`src/pkg/ccps_pkg.sv`:
```
// Shared constants, comparator bundle, state types for the charge sequencer.
// Assumes a single 10 MHz clock; all comparator levels arrive asynchronously.
package ccps_pkg;

   // Clock and tick base
   localparam int CLK_PERIOD_NS   = 100;
   localparam int TICK_PERIOD_NS  = 100000;
   localparam int TICK_CYCLES_DEF = TICK_PERIOD_NS / CLK_PERIOD_NS;
   localparam int TICKS_PER_S     = 1000000000 / TICK_PERIOD_NS;

   // Times as printed, then derived counts
   localparam int DEAD_TIME_NS    = 10000;
   localparam int DEAD_CYCLES     = (DEAD_TIME_NS + CLK_PERIOD_NS - 1) / CLK_PERIOD_NS;
   localparam int STARTUP_MS      = 30;
   localparam int STARTUP_TICKS   = STARTUP_MS * 1000000 / TICK_PERIOD_NS;
   localparam int STEP_US         = 1600;
   localparam int STEP_TICKS      = STEP_US * 1000 / TICK_PERIOD_NS;
   localparam int SS_STEPS        = 8;
   localparam int PRECHG_MIN      = 30;
   localparam int PRECHG_TICKS_DEF = PRECHG_MIN * 60 * TICKS_PER_S;
   localparam int K_TIMER_DECIMIN_PER_NF = 56;
   localparam int SAFETY_TICKS_NF_DEF = K_TIMER_DECIMIN_PER_NF * 6 * TICKS_PER_S;
   localparam int FILT_LEN        = 3;

   localparam logic [8:0] STARTUP_LAST = 9'(STARTUP_TICKS - 1);
   localparam logic [8:0] DEAD_LAST    = 9'(DEAD_CYCLES - 1);
   localparam logic [4:0] STEP_LAST    = 5'(STEP_TICKS - 1);
   localparam logic [3:0] STEP_TOP     = 4'(SS_STEPS);

   // Register map
   localparam logic [7:0] REG_CTRL  = 8'h00;
   localparam logic [7:0] REG_TCAP  = 8'h04;
   localparam logic [7:0] REG_STAT  = 8'h08;
   localparam logic [6:0] TCAP_RESET = 7'h0a;

   typedef struct packed {
      logic batt_below_precharge;
      logic fb_above_recharge;
      logic cur_below_term;
      logic cv_phase;
      logic batt_below_recharge;
      logic supply_above_sense;
      logic supply_near_sense;
      logic undervoltage_lockout;
      logic supply_low_state;
      logic input_overvoltage;
      logic driver_regulator_good;
      logic driver_regulator_overload;
      logic die_overtemp_shutdown;
      logic pack_temp_fault;
      logic battery_overvoltage;
      logic charge_allow;
      logic timer_program_pin_low;
      logic timer_program_pin_ref;
   } ccps_cmp_t;

   localparam int CMP_W = $bits(ccps_cmp_t);

   typedef enum logic [4:0] {
      CHG_IDLE = 5'h01, CHG_PRE = 5'h02, CHG_FAST = 5'h04, CHG_DONE = 5'h08, CHG_FAULT = 5'h10
   } ccps_chg_t;

   typedef enum logic [4:0] {
      PWR_BATT = 5'h01, PWR_WAIT = 5'h02, PWR_TO_AC = 5'h04, PWR_AC = 5'h08, PWR_TO_BAT = 5'h10
   } ccps_pwr_t;

   typedef struct packed {
      ccps_chg_t   chg;
      ccps_pwr_t   pwr;
      ccps_cmp_t   prev;
      logic [8:0]  por_cnt;
      logic        por_done;
      logic [8:0]  pwr_cnt;
      logic [24:0] pre_cnt;
      logic [29:0] safe_cnt;
      logic [3:0]  step;
      logic [4:0]  step_cnt;
      logic        fault;
      logic        inhibit;
      logic [6:0]  cap;
      logic        ac_on;
      logic        bat_on;
      logic        chg_on;
      logic        pre_sel;
      logic        pready;
      logic        pslverr;
      logic [31:0] prdata;
   } ccps_state_t;

endpackage

```
`src/hw/ccps_tick.sv`:
```
// Divider giving a one-cycle enable pulse every TICK_CYCLES clocks.
// Assumes pclk only; the pulse is the slow time base of the sequencer.
`timescale 1ns/1ns
module ccps_tick
   import ccps_pkg::*;
#(
   parameter int TICK_CYCLES = TICK_CYCLES_DEF
) (
   input  wire logic pclk,
   input  wire logic presetn,
   output logic      tick
);
   typedef struct packed {
      logic [15:0] cnt;
      logic        tick;
   } ccps_tick_t;

   ccps_tick_t t_reg;
   ccps_tick_t t_next;

   always_comb begin
      t_next = t_reg;
      t_next.tick = 1'b0;
      if (t_reg.cnt == 16'(TICK_CYCLES - 1)) begin
         t_next.cnt  = 16'h0000;
         t_next.tick = 1'b1;
      end else begin
         t_next.cnt = t_reg.cnt + 16'h0001;
      end
   end

   always_ff @(posedge pclk or negedge presetn) begin
      if (!presetn) begin
         t_reg <= '0;
      end else begin
         t_reg <= t_next;
      end
   end

   assign tick = t_reg.tick;
endmodule // ccps_tick

```
`src/hw/ccps_sync_filt.sv`:
```
// Two-flop synchroniser plus glitch filter for each comparator level.
// Assumes inputs are asynchronous; output changes after FILT_LEN equal samples.
`timescale 1ns/1ns
module ccps_sync_filt
   import ccps_pkg::*;
#(
   parameter int W = CMP_W
) (
   input  wire logic         pclk,
   input  wire logic         presetn,
   input  wire logic [W-1:0] d_async,
   output logic      [W-1:0] q
);
   typedef struct packed {
      logic [W-1:0]               s1;
      logic [W-1:0]               s2;
      logic [FILT_LEN-1:0][W-1:0] h;
      logic [W-1:0]               q;
   } ccps_flt_t;

   ccps_flt_t    f_reg;
   ccps_flt_t    f_next;
   logic [W-1:0] q_nx;

   genvar i;
   generate
      for (i = 0; i < W; i++) begin : g_bit
         logic all_hi;
         logic all_lo;
         always_comb begin
            all_hi = 1'b1;
            all_lo = 1'b1;
            for (int k = 0; k < FILT_LEN; k++) begin
               all_hi = all_hi & f_reg.h[k][i];
               all_lo = all_lo & ~f_reg.h[k][i];
            end
         end
         assign q_nx[i] = all_hi ? 1'b1 : (all_lo ? 1'b0 : f_reg.q[i]);
      end
   endgenerate

   always_comb begin
      f_next    = f_reg;
      f_next.s1 = d_async;
      f_next.s2 = f_reg.s1;
      f_next.h  = {f_reg.h[FILT_LEN-2:0], f_reg.s2};
      f_next.q  = q_nx;
   end

   always_ff @(posedge pclk or negedge presetn) begin
      if (!presetn) begin
         f_reg <= '0;
      end else begin
         f_reg <= f_next;
      end
   end

   assign q = f_reg.q;
endmodule // ccps_sync_filt

```
`src/hw/ccps_top.sv`:
```
// Charge phase sequencer and power-path selector with an APB register slave.
// Assumes pclk at 10 MHz, presetn is the power-on reset, comparators async.
`timescale 1ns/1ns
module ccps_top
   import ccps_pkg::*;
#(
   parameter int TICK_CYCLES         = TICK_CYCLES_DEF,
   parameter int PRECHG_TICKS        = PRECHG_TICKS_DEF,
   parameter int SAFETY_TICKS_PER_NF = SAFETY_TICKS_NF_DEF
) (
   input  wire logic        pclk,
   input  wire logic        presetn,
   input  wire logic        psel,
   input  wire logic        penable,
   input  wire logic        pwrite,
   input  wire logic [7:0]  paddr,
   input  wire logic [31:0] pwdata,
   output logic      [31:0] prdata,
   output logic             pready,
   output logic             pslverr,
   input  wire ccps_cmp_t   cmp_async,
   output logic             adapter_gate_drive,
   output logic             battery_gate_drive,
   output logic             charge_run,
   output logic             precharge_current_set,
   output logic      [3:0]  current_step,
   output logic             status_fault,
   output logic             status_done
);
   ccps_state_t s_reg;
   ccps_state_t s_next;
   ccps_cmp_t   c;
   logic        tick;
   logic        sleep;
   logic        prev_sleep;
   logic        adapter_ok;
   logic        en_ok;
   logic        stop;
   logic        term_en;
   logic        timer_en;
   logic        recover;
   logic        restart;
   logic        safe_exp;
   logic        charging;
   logic        term_hit;
   logic [29:0] safe_target;
   logic        acc;

   ccps_tick #(
      .TICK_CYCLES (TICK_CYCLES)
   ) u_tick (
      .pclk    (pclk),
      .presetn (presetn),
      .tick    (tick)
   );

   ccps_sync_filt #(
      .W (CMP_W)
   ) u_filt (
      .pclk    (pclk),
      .presetn (presetn),
      .d_async (cmp_async),
      .q       (c)
   );

   // Condition decoding
   always_comb begin
      sleep       = ~c.supply_above_sense;
      prev_sleep  = ~s_reg.prev.supply_above_sense;
      adapter_ok  = ~sleep & ~c.undervoltage_lockout & ~c.input_overvoltage;
      term_en     = ~c.timer_program_pin_low;
      timer_en    = ~c.timer_program_pin_low & ~c.timer_program_pin_ref;
      en_ok = c.charge_allow & ~c.undervoltage_lockout & ~c.supply_low_state & ~sleep
            & ~c.input_overvoltage & s_reg.por_done & c.driver_regulator_good
            & ~c.die_overtemp_shutdown & ~c.pack_temp_fault & ~s_reg.inhibit
            & (s_reg.pwr == PWR_AC);
      safe_target = 30'(s_reg.cap) * 30'(SAFETY_TICKS_PER_NF);
      safe_exp    = timer_en & (s_reg.safe_cnt >= safe_target);
      stop        = ~en_ok | c.driver_regulator_overload | safe_exp;
      recover = (s_reg.prev.input_overvoltage & ~c.input_overvoltage)
              | (s_reg.prev.supply_low_state & ~c.supply_low_state)
              | (prev_sleep & ~sleep);
      restart = (c.charge_allow != s_reg.prev.charge_allow)
              | ((s_reg.chg == CHG_DONE) & c.batt_below_recharge);
      charging = (s_reg.chg == CHG_PRE) | (s_reg.chg == CHG_FAST);
      term_hit = c.cv_phase & term_en & c.fb_above_recharge & c.cur_below_term;
      acc      = psel & penable;
   end

   always_comb begin
      s_next      = s_reg;
      s_next.prev = c;

      // Power-up delay
      if (tick && !s_reg.por_done) begin
         s_next.por_cnt = s_reg.por_cnt + 9'h001;
         if (s_reg.por_cnt == STARTUP_LAST) begin
            s_next.por_done = 1'b1;
         end
      end

      // Power path selector
      if (c.undervoltage_lockout) begin
         s_next.pwr     = PWR_BATT;
         s_next.pwr_cnt = 9'h000;
      end else begin
         case (s_reg.pwr)
            PWR_BATT: begin
               if (adapter_ok) begin
                  s_next.pwr     = PWR_WAIT;
                  s_next.pwr_cnt = 9'h000;
               end
            end
            PWR_WAIT: begin
               if (!adapter_ok) begin
                  s_next.pwr = PWR_BATT;
               end else if (tick) begin
                  s_next.pwr_cnt = s_reg.pwr_cnt + 9'h001;
                  if (s_reg.pwr_cnt == STARTUP_LAST) begin
                     s_next.pwr     = PWR_TO_AC;
                     s_next.pwr_cnt = 9'h000;
                  end
               end
            end
            PWR_TO_AC: begin
               if (!adapter_ok) begin
                  s_next.pwr = PWR_BATT;
               end else begin
                  s_next.pwr_cnt = s_reg.pwr_cnt + 9'h001;
                  if (s_reg.pwr_cnt == DEAD_LAST) begin
                     s_next.pwr = PWR_AC;
                  end
               end
            end
            PWR_AC: begin
               if (c.input_overvoltage || sleep || c.supply_near_sense) begin
                  s_next.pwr     = PWR_TO_BAT;
                  s_next.pwr_cnt = 9'h000;
               end
            end
            PWR_TO_BAT: begin
               s_next.pwr_cnt = s_reg.pwr_cnt + 9'h001;
               if (s_reg.pwr_cnt == DEAD_LAST) begin
                  s_next.pwr = PWR_BATT;
               end
            end
            default: begin
               s_next.pwr = PWR_BATT;
            end
         endcase
      end
      s_next.ac_on  = (s_next.pwr == PWR_AC);
      // Battery keeps the load through the 30 ms wait; hand-over starts at the dead gap
      s_next.bat_on = (s_next.pwr == PWR_BATT) || (s_next.pwr == PWR_WAIT);

      // Safety timer
      if (restart || recover || !timer_en) begin
         s_next.safe_cnt = 30'h0;
      end else if (tick && charging && !c.battery_overvoltage && !safe_exp) begin
         s_next.safe_cnt = s_reg.safe_cnt + 30'h1;
      end

      // Charge phases
      if (restart) begin
         s_next.chg     = CHG_IDLE;
         s_next.fault   = 1'b0;
         s_next.pre_cnt = 25'h0;
         s_next.step    = 4'h0;
      end else begin
         case (s_reg.chg)
            CHG_IDLE: begin
               if (en_ok && !c.driver_regulator_overload) begin
                  if (c.batt_below_precharge) begin
                     s_next.chg     = CHG_PRE;
                     s_next.pre_cnt = 25'h0;
                  end else begin
                     s_next.chg      = CHG_FAST;
                     s_next.step     = 4'h1;
                     s_next.step_cnt = 5'h00;
                  end
               end
            end
            CHG_PRE: begin
               if (safe_exp) begin
                  s_next.chg   = CHG_FAULT;
                  s_next.fault = 1'b1;
               end else if (stop) begin
                  s_next.chg = CHG_IDLE;
               end else if (!c.batt_below_precharge) begin
                  s_next.chg      = CHG_FAST;
                  s_next.step     = 4'h1;
                  s_next.step_cnt = 5'h00;
               end else if (tick) begin
                  s_next.pre_cnt = s_reg.pre_cnt + 25'h1;
                  if (s_reg.pre_cnt == 25'(PRECHG_TICKS - 1)) begin
                     s_next.chg   = CHG_FAULT;
                     s_next.fault = 1'b1;
                  end
               end
            end
            CHG_FAST: begin
               if (safe_exp) begin
                  s_next.chg   = CHG_FAULT;
                  s_next.fault = 1'b1;
                  s_next.step  = 4'h0;
               end else if (stop) begin
                  s_next.chg  = CHG_IDLE;
                  s_next.step = 4'h0;
               end else if (term_hit) begin
                  s_next.chg  = CHG_DONE;
                  s_next.step = 4'h0;
               end else if (tick && s_reg.step != STEP_TOP) begin
                  s_next.step_cnt = s_reg.step_cnt + 5'h01;
                  if (s_reg.step_cnt == STEP_LAST) begin
                     s_next.step     = s_reg.step + 4'h1;
                     s_next.step_cnt = 5'h00;
                  end
               end
            end
            CHG_DONE: begin
               s_next.chg = CHG_DONE;
            end
            CHG_FAULT: begin
               s_next.chg = CHG_FAULT;
            end
            default: begin
               s_next.chg = CHG_IDLE;
            end
         endcase
      end
      s_next.chg_on  = (s_next.chg == CHG_PRE) || (s_next.chg == CHG_FAST);
      s_next.pre_sel = (s_next.chg == CHG_PRE);

      // APB slave: one wait state, write commits at the completing edge
      s_next.pready  = acc & ~s_reg.pready;
      s_next.pslverr = 1'b0;
      s_next.prdata  = 32'h0;
      if (acc && !s_reg.pready) begin
         if (paddr == REG_CTRL) begin
            s_next.prdata = {31'h0, s_reg.inhibit};
         end else if (paddr == REG_TCAP) begin
            s_next.prdata = {25'h0, s_reg.cap};
         end else if (paddr == REG_STAT) begin
            s_next.prdata = {14'h0, s_reg.bat_on, s_reg.ac_on, s_reg.por_done,
                             s_reg.fault, s_reg.step, s_reg.pwr, s_reg.chg};
            s_next.pslverr = pwrite;
         end else begin
            s_next.pslverr = 1'b1;
         end
         if (pwrite) begin
            s_next.prdata = 32'h0;
         end
      end
      if (acc && s_reg.pready && pwrite) begin
         if (paddr == REG_CTRL) begin
            s_next.inhibit = pwdata[0];
         end else if (paddr == REG_TCAP) begin
            s_next.cap = pwdata[6:0];
         end
      end
   end

   always_ff @(posedge pclk or negedge presetn) begin
      if (!presetn) begin
         s_reg          <= '0;
         s_reg.chg      <= CHG_IDLE;
         s_reg.pwr      <= PWR_BATT;
         s_reg.bat_on   <= 1'b1;
         s_reg.cap      <= TCAP_RESET;
      end else begin
         s_reg <= s_next;
      end
   end

   assign prdata                = s_reg.prdata;
   assign pready                = s_reg.pready;
   assign pslverr               = s_reg.pslverr;
   assign adapter_gate_drive    = s_reg.ac_on;
   assign battery_gate_drive    = s_reg.bat_on;
   assign charge_run            = s_reg.chg_on;
   assign precharge_current_set = s_reg.pre_sel;
   assign current_step          = s_reg.step;
   assign status_fault          = s_reg.fault;
   assign status_done           = s_reg.chg[3]; // One-hot bit of CHG_DONE
endmodule // ccps_top

```
`config.mk`:
```
export PLATFORM = sky130hd
export DESIGN_NAME = ccps_top
export DESIGN_NICKNAME = d
export VERILOG_FILES = /design/src/pkg/ccps_pkg.sv /design/src/hw/ccps_tick.sv /design/src/hw/ccps_sync_filt.sv /design/src/hw/ccps_top.sv
export SDC_FILE = /design/constraint.sdc
export NUM_CORES = 1
export LEC_CHECK = 0
export BUFFER_PORTS_ARGS = -buffer_cell sky130_fd_sc_hd__buf_4
export CAP_MARGIN = 20
export CORE_MARGIN = 3
export CORE_UTILIZATION = 40
export CTS_BUF_LIST = sky130_fd_sc_hd__clkbuf_16
export DETAILED_ROUTE_END_ITERATION = 16
export PLACE_DENSITY = 0.61
export SETUP_SLACK_MARGIN = 0.4
export SLEW_MARGIN = 25
export SYNTH_ARGS = -nofsm -noshare
export SYNTH_HDL_FRONTEND = slang
export SYNTH_SLANG_ARGS = --single-unit
```
`constraint.sdc`:
```
create_clock -name pclk -period 13.9 [get_ports pclk]
set_clock_uncertainty 0.1 [all_clocks]
set_input_delay 2.78 -clock pclk [delete_from_list [all_inputs] [get_ports pclk]]
set_output_delay 2.78 -clock pclk [all_outputs]
set_load 0.05 [all_outputs]
```
# --- Yosys cells after proc, flatten, opt, wreduce, memory -nomap -nowiden ---
# Index checks and enable logic that the tools add are counted.
word_totals:
  regBits: 269
  mem_bits_rw: 0
  n_memories: 0
  output_inout_bits: 44
  romBits: 0
  latchBits: 0
classes:
  n_reduce_logical: 54
  n_lt_le_gt_ge: 1
  addsub: 7
  n_eq_ne: 50
  shift: 0
  n_div: 0
  mul: 1
  bitwise_logic: 169
  n_mux: 107
ops:
  columns: ["op", "count"]
  rows:
  - ["25-bit two-way mux", 7]
  - ["5-bit two-way mux", 22]
  - ["9-bit two-way mux", 12]
  - ["1-bit bitwise AND", 95]
  - ["1-bit inverter", 68]
  - ["30-bit two-way mux", 2]
  - ["18-bit two-way mux", 3]
  - ["25-bit one-hot mux with 2 select lines", 1]
  - ["5-bit one-hot mux with 5 select lines", 2]
  - ["1-bit two-way mux", 46]
  - ["9-bit one-hot mux with 5 select lines", 1]
  - ["2-bit nonzero test", 19]
  - ["33-bit two-way mux", 1]
  - ["32-bit two-way mux", 1]
  - ["30-bit by 1-bit adder with 30-bit output, second input constant", 1]
  - ["30-bit by 29-bit greater-or-equal comparator with 1-bit output", 1]
  - ["9-bit one-hot mux with 3 select lines", 1]
  - ["25-bit by 1-bit adder with 25-bit output, second input constant", 1]
  - ["25-bit equality test, second input constant", 1]
  - ["7-bit by 14-bit multiplier with 21-bit output, second input constant", 1]
  - ["5-bit by 2-bit equality test with 1-bit output, second input constant", 4]
  - ["5-bit by 4-bit equality test with 1-bit output, second input constant", 4]
  - ["9-bit by 1-bit adder with 9-bit output, second input constant", 2]
  - ["9-bit equality test, second input constant", 2]
  - ["37 further kinds", 91]

# --- Depth between registers and ports, before layout ---
# Gate-level depths: netlist (run 1).
logic_depth:
  depth_word: 20
  ltp_mapped: 28
  mapped_depth_nobuf: 25

# --- Modules after synthesis ---
# From an unflattened synthesis (run 1), not the netlist that was laid out.
unflattened:
  hier_cells: 1249
  area_unflattened_um2: 13132.6
modules_own_cells:
  columns: ["mod", "seq_area_each_um2", "cells_each", "area_each_um2", "n_inst"]
  rows:
  - ["ccps_top", 3259.4, 979, 9138.8, 1]
  - ["ccps_sync_filt", 2702.6, 198, 3175.5, 1]
  - ["ccps_tick", 425.4, 72, 818.3, 1]

# --- Least setup slack after synthesis (run 1) ---
# OpenSTA, ideal clock, no wires.
synth_path:
  kind: "register -> register"
  start: "register s_reg[42] (netlist name)"
  end: "register s_reg[105] (netlist name)"
  stages_incl_launch_ff: 27
  path_buffers: 2
  t_arrival_ns: 6.009
  required_ns: 13.675
  slack_ns: 7.667
  path_cell_list: "dfrtp_1 -> ha_1 -> xor2_1 -> ha_1 -> ha_1 -> inv_1 -> fa_1 -> inv_1 -> ha_1 -> clkbuf_1 -> a21o_1 -> a21oi_1 -> o22ai_1 -> a21o_1 -> o41ai_1 -> o21bai_1 -> a21oi_1 -> xnor2_1 -> ha_1 -> nand4b_1 -> nor4_1 -> a2111o_1 -> a41o_1 -> o31a_1 -> buf_2 -> a2111oi_1 -> mux2_2"
synth_between:
  elab_chain_cells: 6
  word_cells_on_any_way: 7
synth_lines:
  columns: ["item", "line_no", "text"]
  rows:
  - ["start: declaration", "ccps_top.sv:30", "ccps_state_t s_reg;"]
  - ["start signal: assignment", "ccps_top.sv:271", "s_reg <= s_next;"]
  - ["7-bit by 14-bit multiplier with 21-bit output *", "ccps_top.sv:77", "safe_target = 30'(s_reg.cap) * 30'(SAFETY_TICKS_PER_NF);"]
  - ["30-bit by 29-bit greater-or-equal comparator with 1-bit output *", "ccps_top.sv:78", "safe_exp = timer_en & (s_reg.safe_cnt >= safe_target);"]
  - ["1-bit bitwise AND *", "ccps_top.sv:78", null]
  - ["1-bit OR", "ccps_top.sv:79", "stop = ~en_ok | c.driver_regulator_overload | safe_exp;"]
  - ["3-bit inequality test (no line)", null, null]
  - ["7-bit AND reduction (no line) *", null, null]
# Mark *: on every way between the ends. The rest lies on a longest branch, timed or not.
# A chain may end at the register's enable or synchronous reset.

# --- Worst setup path after layout (run 1) ---
layout_path:
  start: "register s_reg[43] (netlist name)"
  end: "register s_reg[101] (netlist name)"
# Same word-level chain as after synthesis.

==> reports/results.md, run 1 <==
| Metric | This run |
| --- | --- |
| GRT overflow | 0 |
| Number of warnings issued by yosys | 0 |
| Initial detailed-routing violation count | 407 |
| Skew-Pair Late Insertion Delay | 0.57 ns |
| Distinct cell type count after synthesis | 81 |
| Synth top area cells | dfrtp_1, ha_1, o21ai_0 |
| Final Hold Fails | 0 |
| CP required | 14.22 ns |
| Via count | 9048 |
| Total Power Consumption | 1.66 mW |
| Routed wire length | 25900 um |
| WP data arrival | 7.25 ns |
| Average vias per placed instance | 5.27 |
| Top routing layer in use | met4 |
| Setup crit end kind | flop |
| Clock slew at the register clock pins of the worst setup and hold paths | 0.06 ns |
| Sequential area share after synthesis | 0.494 |
| Setup fix buffers added after clock tree synthesis | 0 |
| Pin count of the biggest net entering global routing | 126 |
| IO Count | 107 |
| Element type at the critical path start | flop |
| Cell area power density | 113 mW/mm^2 |
| Cell Count, Final, Fillers Out | 1717 |
| Leakage Power | 6.71 nW |
| Number of levels the H-tree was split into | 1 |
| Worst slew margin relative to its limit | 0.351 |
| Share of synthesized registers carrying an async set or reset | 1.00 |
| Reg2Reg Launch Point | s_reg[43]$_DFFE_PN0P_ |
| Wire length of the first global-routing pass | 43600 um |
| Area share of the largest cell type after synthesis | 0.483 |
| Clock tree from TritonCTS | built |
| Count of state elements after synthesis | 255 |
| Cell accounting for the most synthesized area | dfrtp_1 |
| Area of the placeable core | 0.0317 sq mm |
| Mapped cell area | 0.0129 sq mm |
| Number of clock buffers inserted by TritonCTS | 28 |
| Peak fanout along the critical path | 13 |
| Worst hold path stage count | 0 |
| Met3 wirelength from detailed routing | 981 um |
| Minimum clock period | 6.93 ns |
| Count of mapped cells out of synthesis | 1245 |
| Initial Utilization | 0.408 |
| Antenna violations before repair | 0 |
| Outcome | finished clean |
| Ratio of cells with drive above 1 in the final layout | 0.127 |
| Worst reg-to-reg path cell count | 25 |
| Final nets | 1451 |
| Path type of the worst min-delay path | reg -> reg |
| Post-detailed-route count of antenna-violating nets | 0 |
| Crit path launch | s_reg[43]$_DFFE_PN0P_ |
| Final-report setup violation count | 0 |
| Accumulated negative setup slack | 0 ns |
| # fillers | 2944 |
| Number of slew-limit violations in the final report | 0 |
| Post-synth EDFFs | 0 |
| Capture point of the worst path | s_reg[101]$_DFFE_PN0P_ |
| Count of inserted antenna diode cells | 0 |
| Number of placed instances, taps included | 1665 |
| Number of cells upsized or downsized after cts | 0 |
| Floorplan row count | 65 |
| # hold bufs at CTS | 0 |
| Timing-limited maximum frequency | 144 MHz |
| Clock root buffer | clkbuf_16 |
| Most used flip-flop cell after synthesis | dfrtp_1 |
| Detailed Place HPWL | 18300 um |
| Layout Area Growth over Synthesis | 13.1% |
| Worst-Margin Slew | 0.970 ns |
| RSZ-0062 raised after global routing | false |
| Reg2reg end | s_reg[101]$_DFFE_PN0P_ |
| Max reg flops | 100 |
| Clock sinks | 255 |
| Most common cell in the netlist | dfrtp_1 |
| Number of detailed-route iterations in the first pass | 5 |
| Number of max-capacitance violations reported | 0 |
| Wl on met1 | 12900 um |
| Period Utilization, post-route | 0.499 |
| Peak supply drop | 0.108 mV |
| Register-to-register setup slack | 6.97 ns |
| Number of global-route vias before repair | 8646 |
| Most instantiated cells after synthesis | dfrtp_1, nor2_1, o21ai_0, ha_1, a21oi_1 |
| Maximum number of buffers from clock root to sink | 3 |
| Chip height | 186 um |
| Floorplan die area | 0.0345 sq mm |
| Global-route usage over all layers | 0.152 |
| Met2 Wirelength | 11600 um |
| Worst hold-check slack | 0.242 ns |
| Drt drc | 0 |
| Setup Crit Path Kind | reg -> reg |
| Count of buffers inserted at the top-level ports | 67 |
| Gp weighted congestion | 0.824 |
| Syn_area_per_cell | 10.4 sq um |
| Per-cell routed wire length | 15.1 um |
| X dimension of the die | 186 um |
## how the worst min path moves through the flow
| stage | end | from | slack, ns |
|---|---|---|---|
| after floorplan | u_filt.f_next[18]$_DFF_PN0_ | u_filt.f_next[72]$_DFF_PN0_ | 0.23 |
| after global placement | u_filt.f_next[47]$_DFF_PN0_ | u_filt.f_next[29]$_DFF_PN0_ | 0.23 |
| after detailed placement | u_filt.f_next[19]$_DFF_PN0_ | u_filt.f_next[73]$_DFF_PN0_ | 0.23 |
| after CTS | u_filt.f_next[25]$_DFF_PN0_ | u_filt.f_next[79]$_DFF_PN0_ | 0.24 |
| after global routing | u_filt.f_next[25]$_DFF_PN0_ | u_filt.f_next[79]$_DFF_PN0_ | 0.25 |
| final | u_filt.f_next[25]$_DFF_PN0_ | u_filt.f_next[79]$_DFF_PN0_ | 0.24 |
## layer usage
metal / GRT usage / vias to the layer above
met2: 0.239 / 142
met3: 0.0219 / 35
li1: - / 4458
met4: 0.0328 / 0
met5: 0 / -
met1: 0.225 / 4413
## critical path, stage by stage, from the launching register on
cell and delay (ns):
dfrtp_1 0.56, ha_1 0.36, xor2_1 0.16, ha_1 0.27, ha_1 0.27, inv_1 0.05
fa_1 0.50, inv_1 0.06, ha_1 0.38, a21o_1 0.21, a21oi_1 0.13, o22ai_1 0.09
a21o_1 0.17, o41ai_1 0.44, o21bai_1 0.12, a21oi_1 0.18, xnor2_1 0.16, ha_1 0.28
nand4b_1 0.12, nor4_1 0.10, a2111o_1 0.39, a41o_1 0.27, o31a_1 0.49, a2111oi_0 0.64
o22a_1 0.24, o21ai_1 0.06
## metrics by stage
stage	util	area (sq um)	setup slack, ns
floorplan	-	13000	7.67
global placement	0.430	13600	7.08
detailed placement	0.430	13600	7.01
CTS	0.461	14600	6.94
global route	0.462	14600	6.46
finish	0.462	14600	6.97
## report_power, final
part	total [mW]	internal, mW	leakage (nW)	switching, mW
combinational	0.0878	0.0256	2.97	0.0623
sequential	0.781	0.765	3.24	0.0166
clock	0.789	0.481	0.499	0.307
total	1.66	1.27	6.71	0.386
## cell type report
type	count	area, sq um	share of cell area
inverters	70	263	0.0179
well taps	402	503	0.0344
clock inverters	24	302	0.0206
flip-flops and latches	255	6390	0.436
clock buffers	28	701	0.0479
multi-input cells	863	5910	0.404
repair buffers	75	571	0.0390
## cell usage in the layout (no fill, tap or decap), types with 5 or more instances in the layout
cell type,instances
a31oi_1,7
mux2_2,12
clkinv_1,5
nand2b_1,14
xor2_1,25
a21oi_1,73
o21bai_1,5
or2_2,11
xnor2_1,50
nor3b_1,6
and4_1,9
nor4_1,15
a21o_1,10
bufinv_16,6
dfstp_2,5
a22oi_1,7
or3_1,10
fa_1,9
dfrtp_1,250
buf_4,74
clkbuf_16,28
nand4_1,21
nand3b_1,6
conb_1,14
nand2_1,65
and3_1,20
ha_1,86
or4_1,11
inv_1,74
nor3_1,27
o21ai_0,91
and2_1,18
o31ai_1,10
nor2b_1,8
nand3_1,33
a211oi_1,8
nor2_1,106
## cells by family (layout without fill, tap and decap cells)
group / after synthesis / in the layout / synth area share
simple gates: 402 / 402 / 0.165
compound gates: 261 / 261 / 0.126
flops: 255 / 255 / 0.494
buf+inv: 140 / 197 / 0.0539
fa+ha+maj: 95 / 95 / 0.0971
xor+xnor: 75 / 75 / 0.0508
mux: 16 / 16 / 0.0135
other cells: 1 / 14 / 0.000290
No activity file was read; power rests on OpenSTA's default activity.
==> run 2, diff against run 1 <==
==> constraint.sdc (replaced) <==
create_clock -name pclk -period 7.2 [get_ports pclk]
set_clock_uncertainty 0.1 [all_clocks]
set_input_delay 1.44 -clock pclk [delete_from_list [all_inputs] [get_ports pclk]]
set_output_delay 1.44 -clock pclk [all_outputs]
set_load 0.05 [all_outputs]
==> reports/results.md, run 2 (synthesis results as in run 1) <==
| Metric | This run |
| --- | --- |
| Outcome | finished clean |
| Setup crit end kind | flop |
| Clock tree from TritonCTS | built |
| Combined area of the multi-input logic cells | 0.00596 sq mm |
| # fillers | 2971 |
| Per-cell routed wire length | 15.0 um |
| Count of buffers inserted at the top-level ports | 67 |
| Most common cell after layout, fill and taps aside | dfrtp_1 |
| Floorplan die area | 0.0345 sq mm |
| Path type of the worst min-delay path | reg -> reg |
| WP data arrival | 6.90 ns |
| GRT overflow | 0 |
| Leakage Power | 6.70 nW |
| Antenna violations before repair | 0 |
| Ratio of cells with drive above 1 in the final layout | 0.131 |
| Element type at the critical path start | flop |
| GR met2 Demand/Resource | 0.238 |
| Minimum clock period | 6.56 ns |
| Post-detailed-route count of antenna-violating nets | 0 |
| Number of detailed-route iterations in the first pass | 5 |
| Layout Area Growth over Synthesis | 13.0% |
| Busiest grt layer | met2 |
| Via count | 9065 |
| Peak supply drop | 0.214 mV |
| Worst-Margin Slew | 0.993 ns |
| Gp weighted congestion | 0.836 |
| Clk network pwr share | 0.455 |
| Clock slew at the register clock pins of the worst setup and hold paths | 0.06 ns |
| Switching share of power | 0.243 |
| Cell area power density | 211 mW/mm^2 |
| Count of inserted antenna diode cells | 0 |
| Internal Power | 2.33 mW |
| Global-route usage over all layers | 0.151 |
| Net load switching power | 750 uW |
| Skew-Pair Late Insertion Delay | 0.56 ns |
| Clock root buffer | clkbuf_16 |
| Number of levels the H-tree was split into | 1 |
| Area of the placeable core | 0.0317 sq mm |
| CP required | 7.54 ns |
| Max reg flops | 100 |
| Maximum number of buffers from clock root to sink | 3 |
| Setup Crit Path Kind | reg -> reg |
| Pin count of the biggest net entering global routing | 163 |
| Wire length of the first global-routing pass | 43200 um |
| Met3 track demand over resource | 0.0242 |
| Accumulated negative setup slack | 0 ns |
| Average vias per placed instance | 5.27 |
| GR Layer Usage met1 | 0.218 |
| Floorplan row count | 65 |
| Share of total power in sequential cells | 0.489 |
| X dimension of the die | 186 um |
| Detailed Place HPWL | 18300 um |
| Final Core Density | 0.461 |
| Gate power share | 0.056 |
| Chip height | 186 um |
| Number of slew-limit violations in the final report | 0 |
| Final-report setup violation count | 0 |
| FF/Latch Area | 0.00639 sq mm |
| Peak fanout along the critical path | 8 |
| Period Utilization, post-route | 0.911 |
| Number of clock buffers inserted by TritonCTS | 29 |
| Timing-limited maximum frequency | 152 MHz |
| Initial Utilization | 0.408 |
| Commonest cells after routing, fill and taps aside | dfrtp_1, nor2_1, o21ai_0 |
| Routed wire length | 25900 um |
| Initial detailed-routing violation count | 580 |
| Worst slew margin relative to its limit | 0.336 |
| Final nets | 1454 |
| # hold bufs at CTS | 0 |
| Clock sinks | 255 |
| RSZ-0062 raised after global routing | false |
| Number of global-route vias before repair | 8573 |
| IO Count | 107 |
| Drt drc | 0 |
| Number of max-capacitance violations reported | 0 |
| Final Hold Fails | 0 |
## run 2: cell types whose count changed in the layout (fill, tap and decap cells not counted), sizes merged
cell	previous run	this run
bufinv	6	2
buf	75	77
clkinv	12	10
inv	75	77
clkinvlp	1	4
clkbuf	28	29
## run 2: final cells by class
class	instances	share of cell area
inverter	70	0.0180
timing repair buffer	77	0.0417
clock buffer	29	0.0496
sequential	255	0.437
clock inverter	23	0.0122
multi-input combinational	863	0.407
tap	402	0.0344
## run 2: worst paths after layout
path                                             start                          end  slack [ns]  cells past startpoint
min                        u_filt.f_next[21]$_DFF_PN0_  u_filt.f_next[39]$_DFF_PN0_        0.24                      0
max                              s_reg[42]$_DFFE_PN0P_       s_reg[103]$_DFFE_PN0P_        0.64                     24
max reg2reg                      s_reg[42]$_DFFE_PN0P_       s_reg[103]$_DFFE_PN0P_        0.64                     24
min reg2reg                u_filt.f_next[21]$_DFF_PN0_  u_filt.f_next[39]$_DFF_PN0_        0.24                      0
max in group asynchronous                      presetn       s_reg[104]$_DFFE_PN0P_        4.96                      2
min in group asynchronous                      presetn  u_filt.f_next[88]$_DFF_PN0_        0.78                      1
## run 2: critical path, cell delays in order (launching register included)
cell       delay [ns]
dfrtp_1          0.50
ha_1             0.42
xor2_1           0.17
ha_1             0.28
ha_1             0.27
inv_1            0.05
fa_1             0.50
inv_1            0.05
ha_1             0.38
a21o_1           0.21
a21oi_1          0.13
o22ai_1          0.08
a21o_1           0.18
o41ai_2          0.33
o21bai_1         0.10
a21oi_1          0.18
xnor2_1          0.15
ha_1             0.27
nand4b_1         0.14
nor4_2           0.09
a2111o_1         0.39
a41o_1           0.27
o31a_1           0.41
a2111oi_1        0.43
mux2_2           0.38
## run 2: power groups by stage
stage               logic, mW  clock network (mW)  registers [mW]
floorplan               0.106                   0            1.52
global placement        0.172                   0            1.53
detailed placement      0.175                   0            1.53
CTS                     0.175                1.44            1.51
global route            0.196                1.50            1.51
finish                  0.173                1.40            1.51
## run 2: per-stage QoR
| stage | area [sq um] | power [mW] | setup WS [ns] | hold slack [ns] | cells |
|---|---|---|---|---|---|
| after CTS | 14600 | 3.13 | 0.488 | 0.249 | 1719 |
| final | 14600 | 3.08 | 0.640 | 0.244 | 1719 |
| after floorplan | 13000 | 1.63 | 0.967 | 0.231 | 1258 |
| after global routing | 14600 | 3.21 | 0.391 | 0.251 | 1719 |
| after detailed placement | 13700 | 1.71 | 0.524 | 0.235 | 1667 |
| after global placement | 13700 | 1.70 | 0.554 | 0.233 | 1667 |
## run 2: timing repair
item                                    CTS  global route
endpoints found under the setup margin    0            47
setup buffers                             0             0
gates resized for setup                   0             8
## run 2: layer usage
metal | vias up | wire length [um]
li1 | 4449 | -
met5 | - | 0
met3 | 38 | 1260
met4 | 0 | 591
met1 | 4400 | 12500
met2 | 178 | 11500
==> run 3, diff against run 2 <==
==> constraint.sdc (replaced) <==
create_clock -name pclk -period 7.28 [get_ports pclk]
set_clock_uncertainty 0.1 [all_clocks]
set_input_delay 1.456 -clock pclk [delete_from_list [all_inputs] [get_ports pclk]]
set_output_delay 1.456 -clock pclk [all_outputs]
set_load 0.05 [all_outputs]
==> reports/results.md, run 3 (synthesis results as in run 1) <==
| Metric | This run |
| --- | --- |
| Outcome | finished clean |
| WP data arrival | 6.91 ns |
| Per-cell routed wire length | 15.2 um |
| Period Utilization, post-route | 0.902 |
| Ratio of cells with drive above 1 in the final layout | 0.136 |
| Setup Crit Path Kind | reg -> reg |
| Worst reg-to-reg path cell count | 24 |
| Via count | 8959 |
| Number of global-route vias before repair | 8699 |
| Number of detailed-route iterations in the first pass | 4 |
| Timing-limited maximum frequency | 152 MHz |
| Minimum clock period | 6.56 ns |
| Count of inserted antenna diode cells | 0 |
| Final Hold Fails | 0 |
| Final worst-path setup slack | 0.716 ns |
| Wire length of the first global-routing pass | 43700 um |
| CP required | 7.63 ns |
| RSZ-0062 raised after global routing | false |
| Max reg flops | 100 |
| # hold bufs at CTS | 0 |
| Clock tree from TritonCTS | built |
| Chip height | 186 um |
| Cell area power density | 216 mW/mm^2 |
| Number of slew-limit violations in the final report | 0 |
| Initial Utilization | 0.408 |
| Leakage Power | 6.75 nW |
| Skew-Pair Late Insertion Delay | 0.56 ns |
| Drt drc | 0 |
| Final nets | 1455 |
| Clock slew at the register clock pins of the worst setup and hold paths | 0.06 ns |
| Clock sinks | 255 |
| Average vias per placed instance | 5.20 |
| Layout Area Growth over Synthesis | 13.9% |
| Accumulated negative setup slack | 0 ns |
| Worst hold-check slack | 0.247 ns |
| Area of the placeable core | 0.0317 sq mm |
| Global-route usage over all layers | 0.153 |
| Number of levels the H-tree was split into | 1 |
| Worst hold path stage count | 0 |
| Pre-CTS WS | 0.504 ns |
| Antenna violations before repair | 0 |
| Maximum number of buffers from clock root to sink | 3 |
| GRT overflow | 0 |
| Worst-Margin Slew | 1.04 ns |
| Worst slew margin relative to its limit | 0.303 |
| Floorplan die area | 0.0345 sq mm |
| Peak fanout along the critical path | 8 |
| Setup crit end kind | flop |
| Number of clock buffers inserted by TritonCTS | 29 |
| Number of max-capacitance violations reported | 0 |
| Count of buffers inserted at the top-level ports | 67 |
| X dimension of the die | 186 um |
| Initial detailed-routing violation count | 538 |
| Post-detailed-route count of antenna-violating nets | 0 |
| Element type at the critical path start | flop |
| Clock root buffer | clkbuf_16 |
| # fillers | 2976 |
| Commonest cells after routing, fill and taps aside | dfrtp_1, nor2_1, o21ai_0 |
| Detailed Place HPWL | 18100 um |
| IO Count | 107 |
| Gp weighted congestion | 0.823 |
| Most common cell after layout, fill and taps aside | dfrtp_1 |
| Final-report setup violation count | 0 |
| Routed wire length | 26100 um |
| Peak supply drop | 0.198 mV |
| Floorplan row count | 65 |
| Path type of the worst min-delay path | reg -> reg |
| Pin count of the biggest net entering global routing | 147 |
[run 3: cell count changes in the layout (fill, tap and decap cells not counted), sizes merged]
| cell | delta |
|---|---|
| inv | -3 |
| bufinv | +3 |
| clkinv | +4 |
| buf | +1 |
| clkinvlp | -2 |
[run 3: stage by stage]
stage                     instance area (sq um)  std cells   util  total power [mW]
after floorplan                           13000       1258      -              1.61
after global placement                    13700       1667  0.431              1.68
after detailed placement                  13700       1667  0.431              1.69
after CTS                                 14700       1721  0.462              3.23
after global routing                      14700       1722  0.465              3.31
final                                     14700       1722  0.465              3.18
[run 3: per-layer routing]
metal  GRT usage  up-vias  routed length, um
met4      0.0369        0                565
met5           0        -                  0
li1            -     4454                  -
met2       0.240      149              11600
met1       0.223     4317              12700
met3      0.0242       39               1280
[run 3: repair_timing]
action | CTS | global route
buffers inserted | 0 | 1
resized for setup | 0 | 12
hold endpoints to repair | 0 | 0
endpoints found under the setup margin | 0 | 65
[run 3: worst paths after layout]
| path | startpoint | endpoint | slack, ns |
|---|---|---|---|
| max | s_reg[42]$_DFFE_PN0P_ | s_reg[105]$_DFFE_PN0P_ | 0.72 |
| min | u_filt.f_next[88]$_DFF_PN0_ | u_filt.f_next[34]$_DFF_PN0_ | 0.25 |
| max reg2reg | s_reg[42]$_DFFE_PN0P_ | s_reg[105]$_DFFE_PN0P_ | 0.72 |
| min reg2reg | u_filt.f_next[88]$_DFF_PN0_ | u_filt.f_next[34]$_DFF_PN0_ | 0.25 |
| max in group asynchronous | presetn | s_reg[129]$_DFFE_PN0P_ | 5.02 |
| min in group asynchronous | presetn | u_filt.f_next[88]$_DFF_PN0_ | 0.82 |
[run 3: power by group]
part           total [mW]  internal [mW]  switching, mW  leakage [nW]
Sequential           1.49           1.46         0.0309          3.24
Clock                1.52          0.910          0.610         0.491
Combinational       0.173         0.0512          0.122          3.02
[run 3: critical path, stage by stage, from the launching register on]
cell       delay, ns
dfrtp_2         0.48
ha_1            0.38
xor2_1          0.16
ha_1            0.27
ha_1            0.27
inv_1           0.05
fa_1            0.51
inv_1           0.04
ha_1            0.38
a21o_1          0.21
a21oi_1         0.14
o22ai_1         0.09
a21o_1          0.20
o41ai_4         0.27
o21bai_1        0.10
a21oi_1         0.17
xnor2_1         0.15
ha_1            0.26
nand4b_1        0.18
nor4_4          0.08
a2111o_1        0.40
a41o_1          0.27
o31a_1          0.43
a2111oi_1       0.46
mux2_2          0.38
[run 3: final cells by class]
class / count / area [sq um] / share of cell area
Multi-Input combinational cell: 863 / 5980 / 0.406
Tap cell: 402 / 503 / 0.0341
Sequential cell: 255 / 6390 / 0.433
Clock inverter: 25 / 275 / 0.0187
Inverter: 70 / 263 / 0.0178
Clock buffer: 29 / 726 / 0.0492
Timing Repair Buffer: 78 / 606 / 0.0411
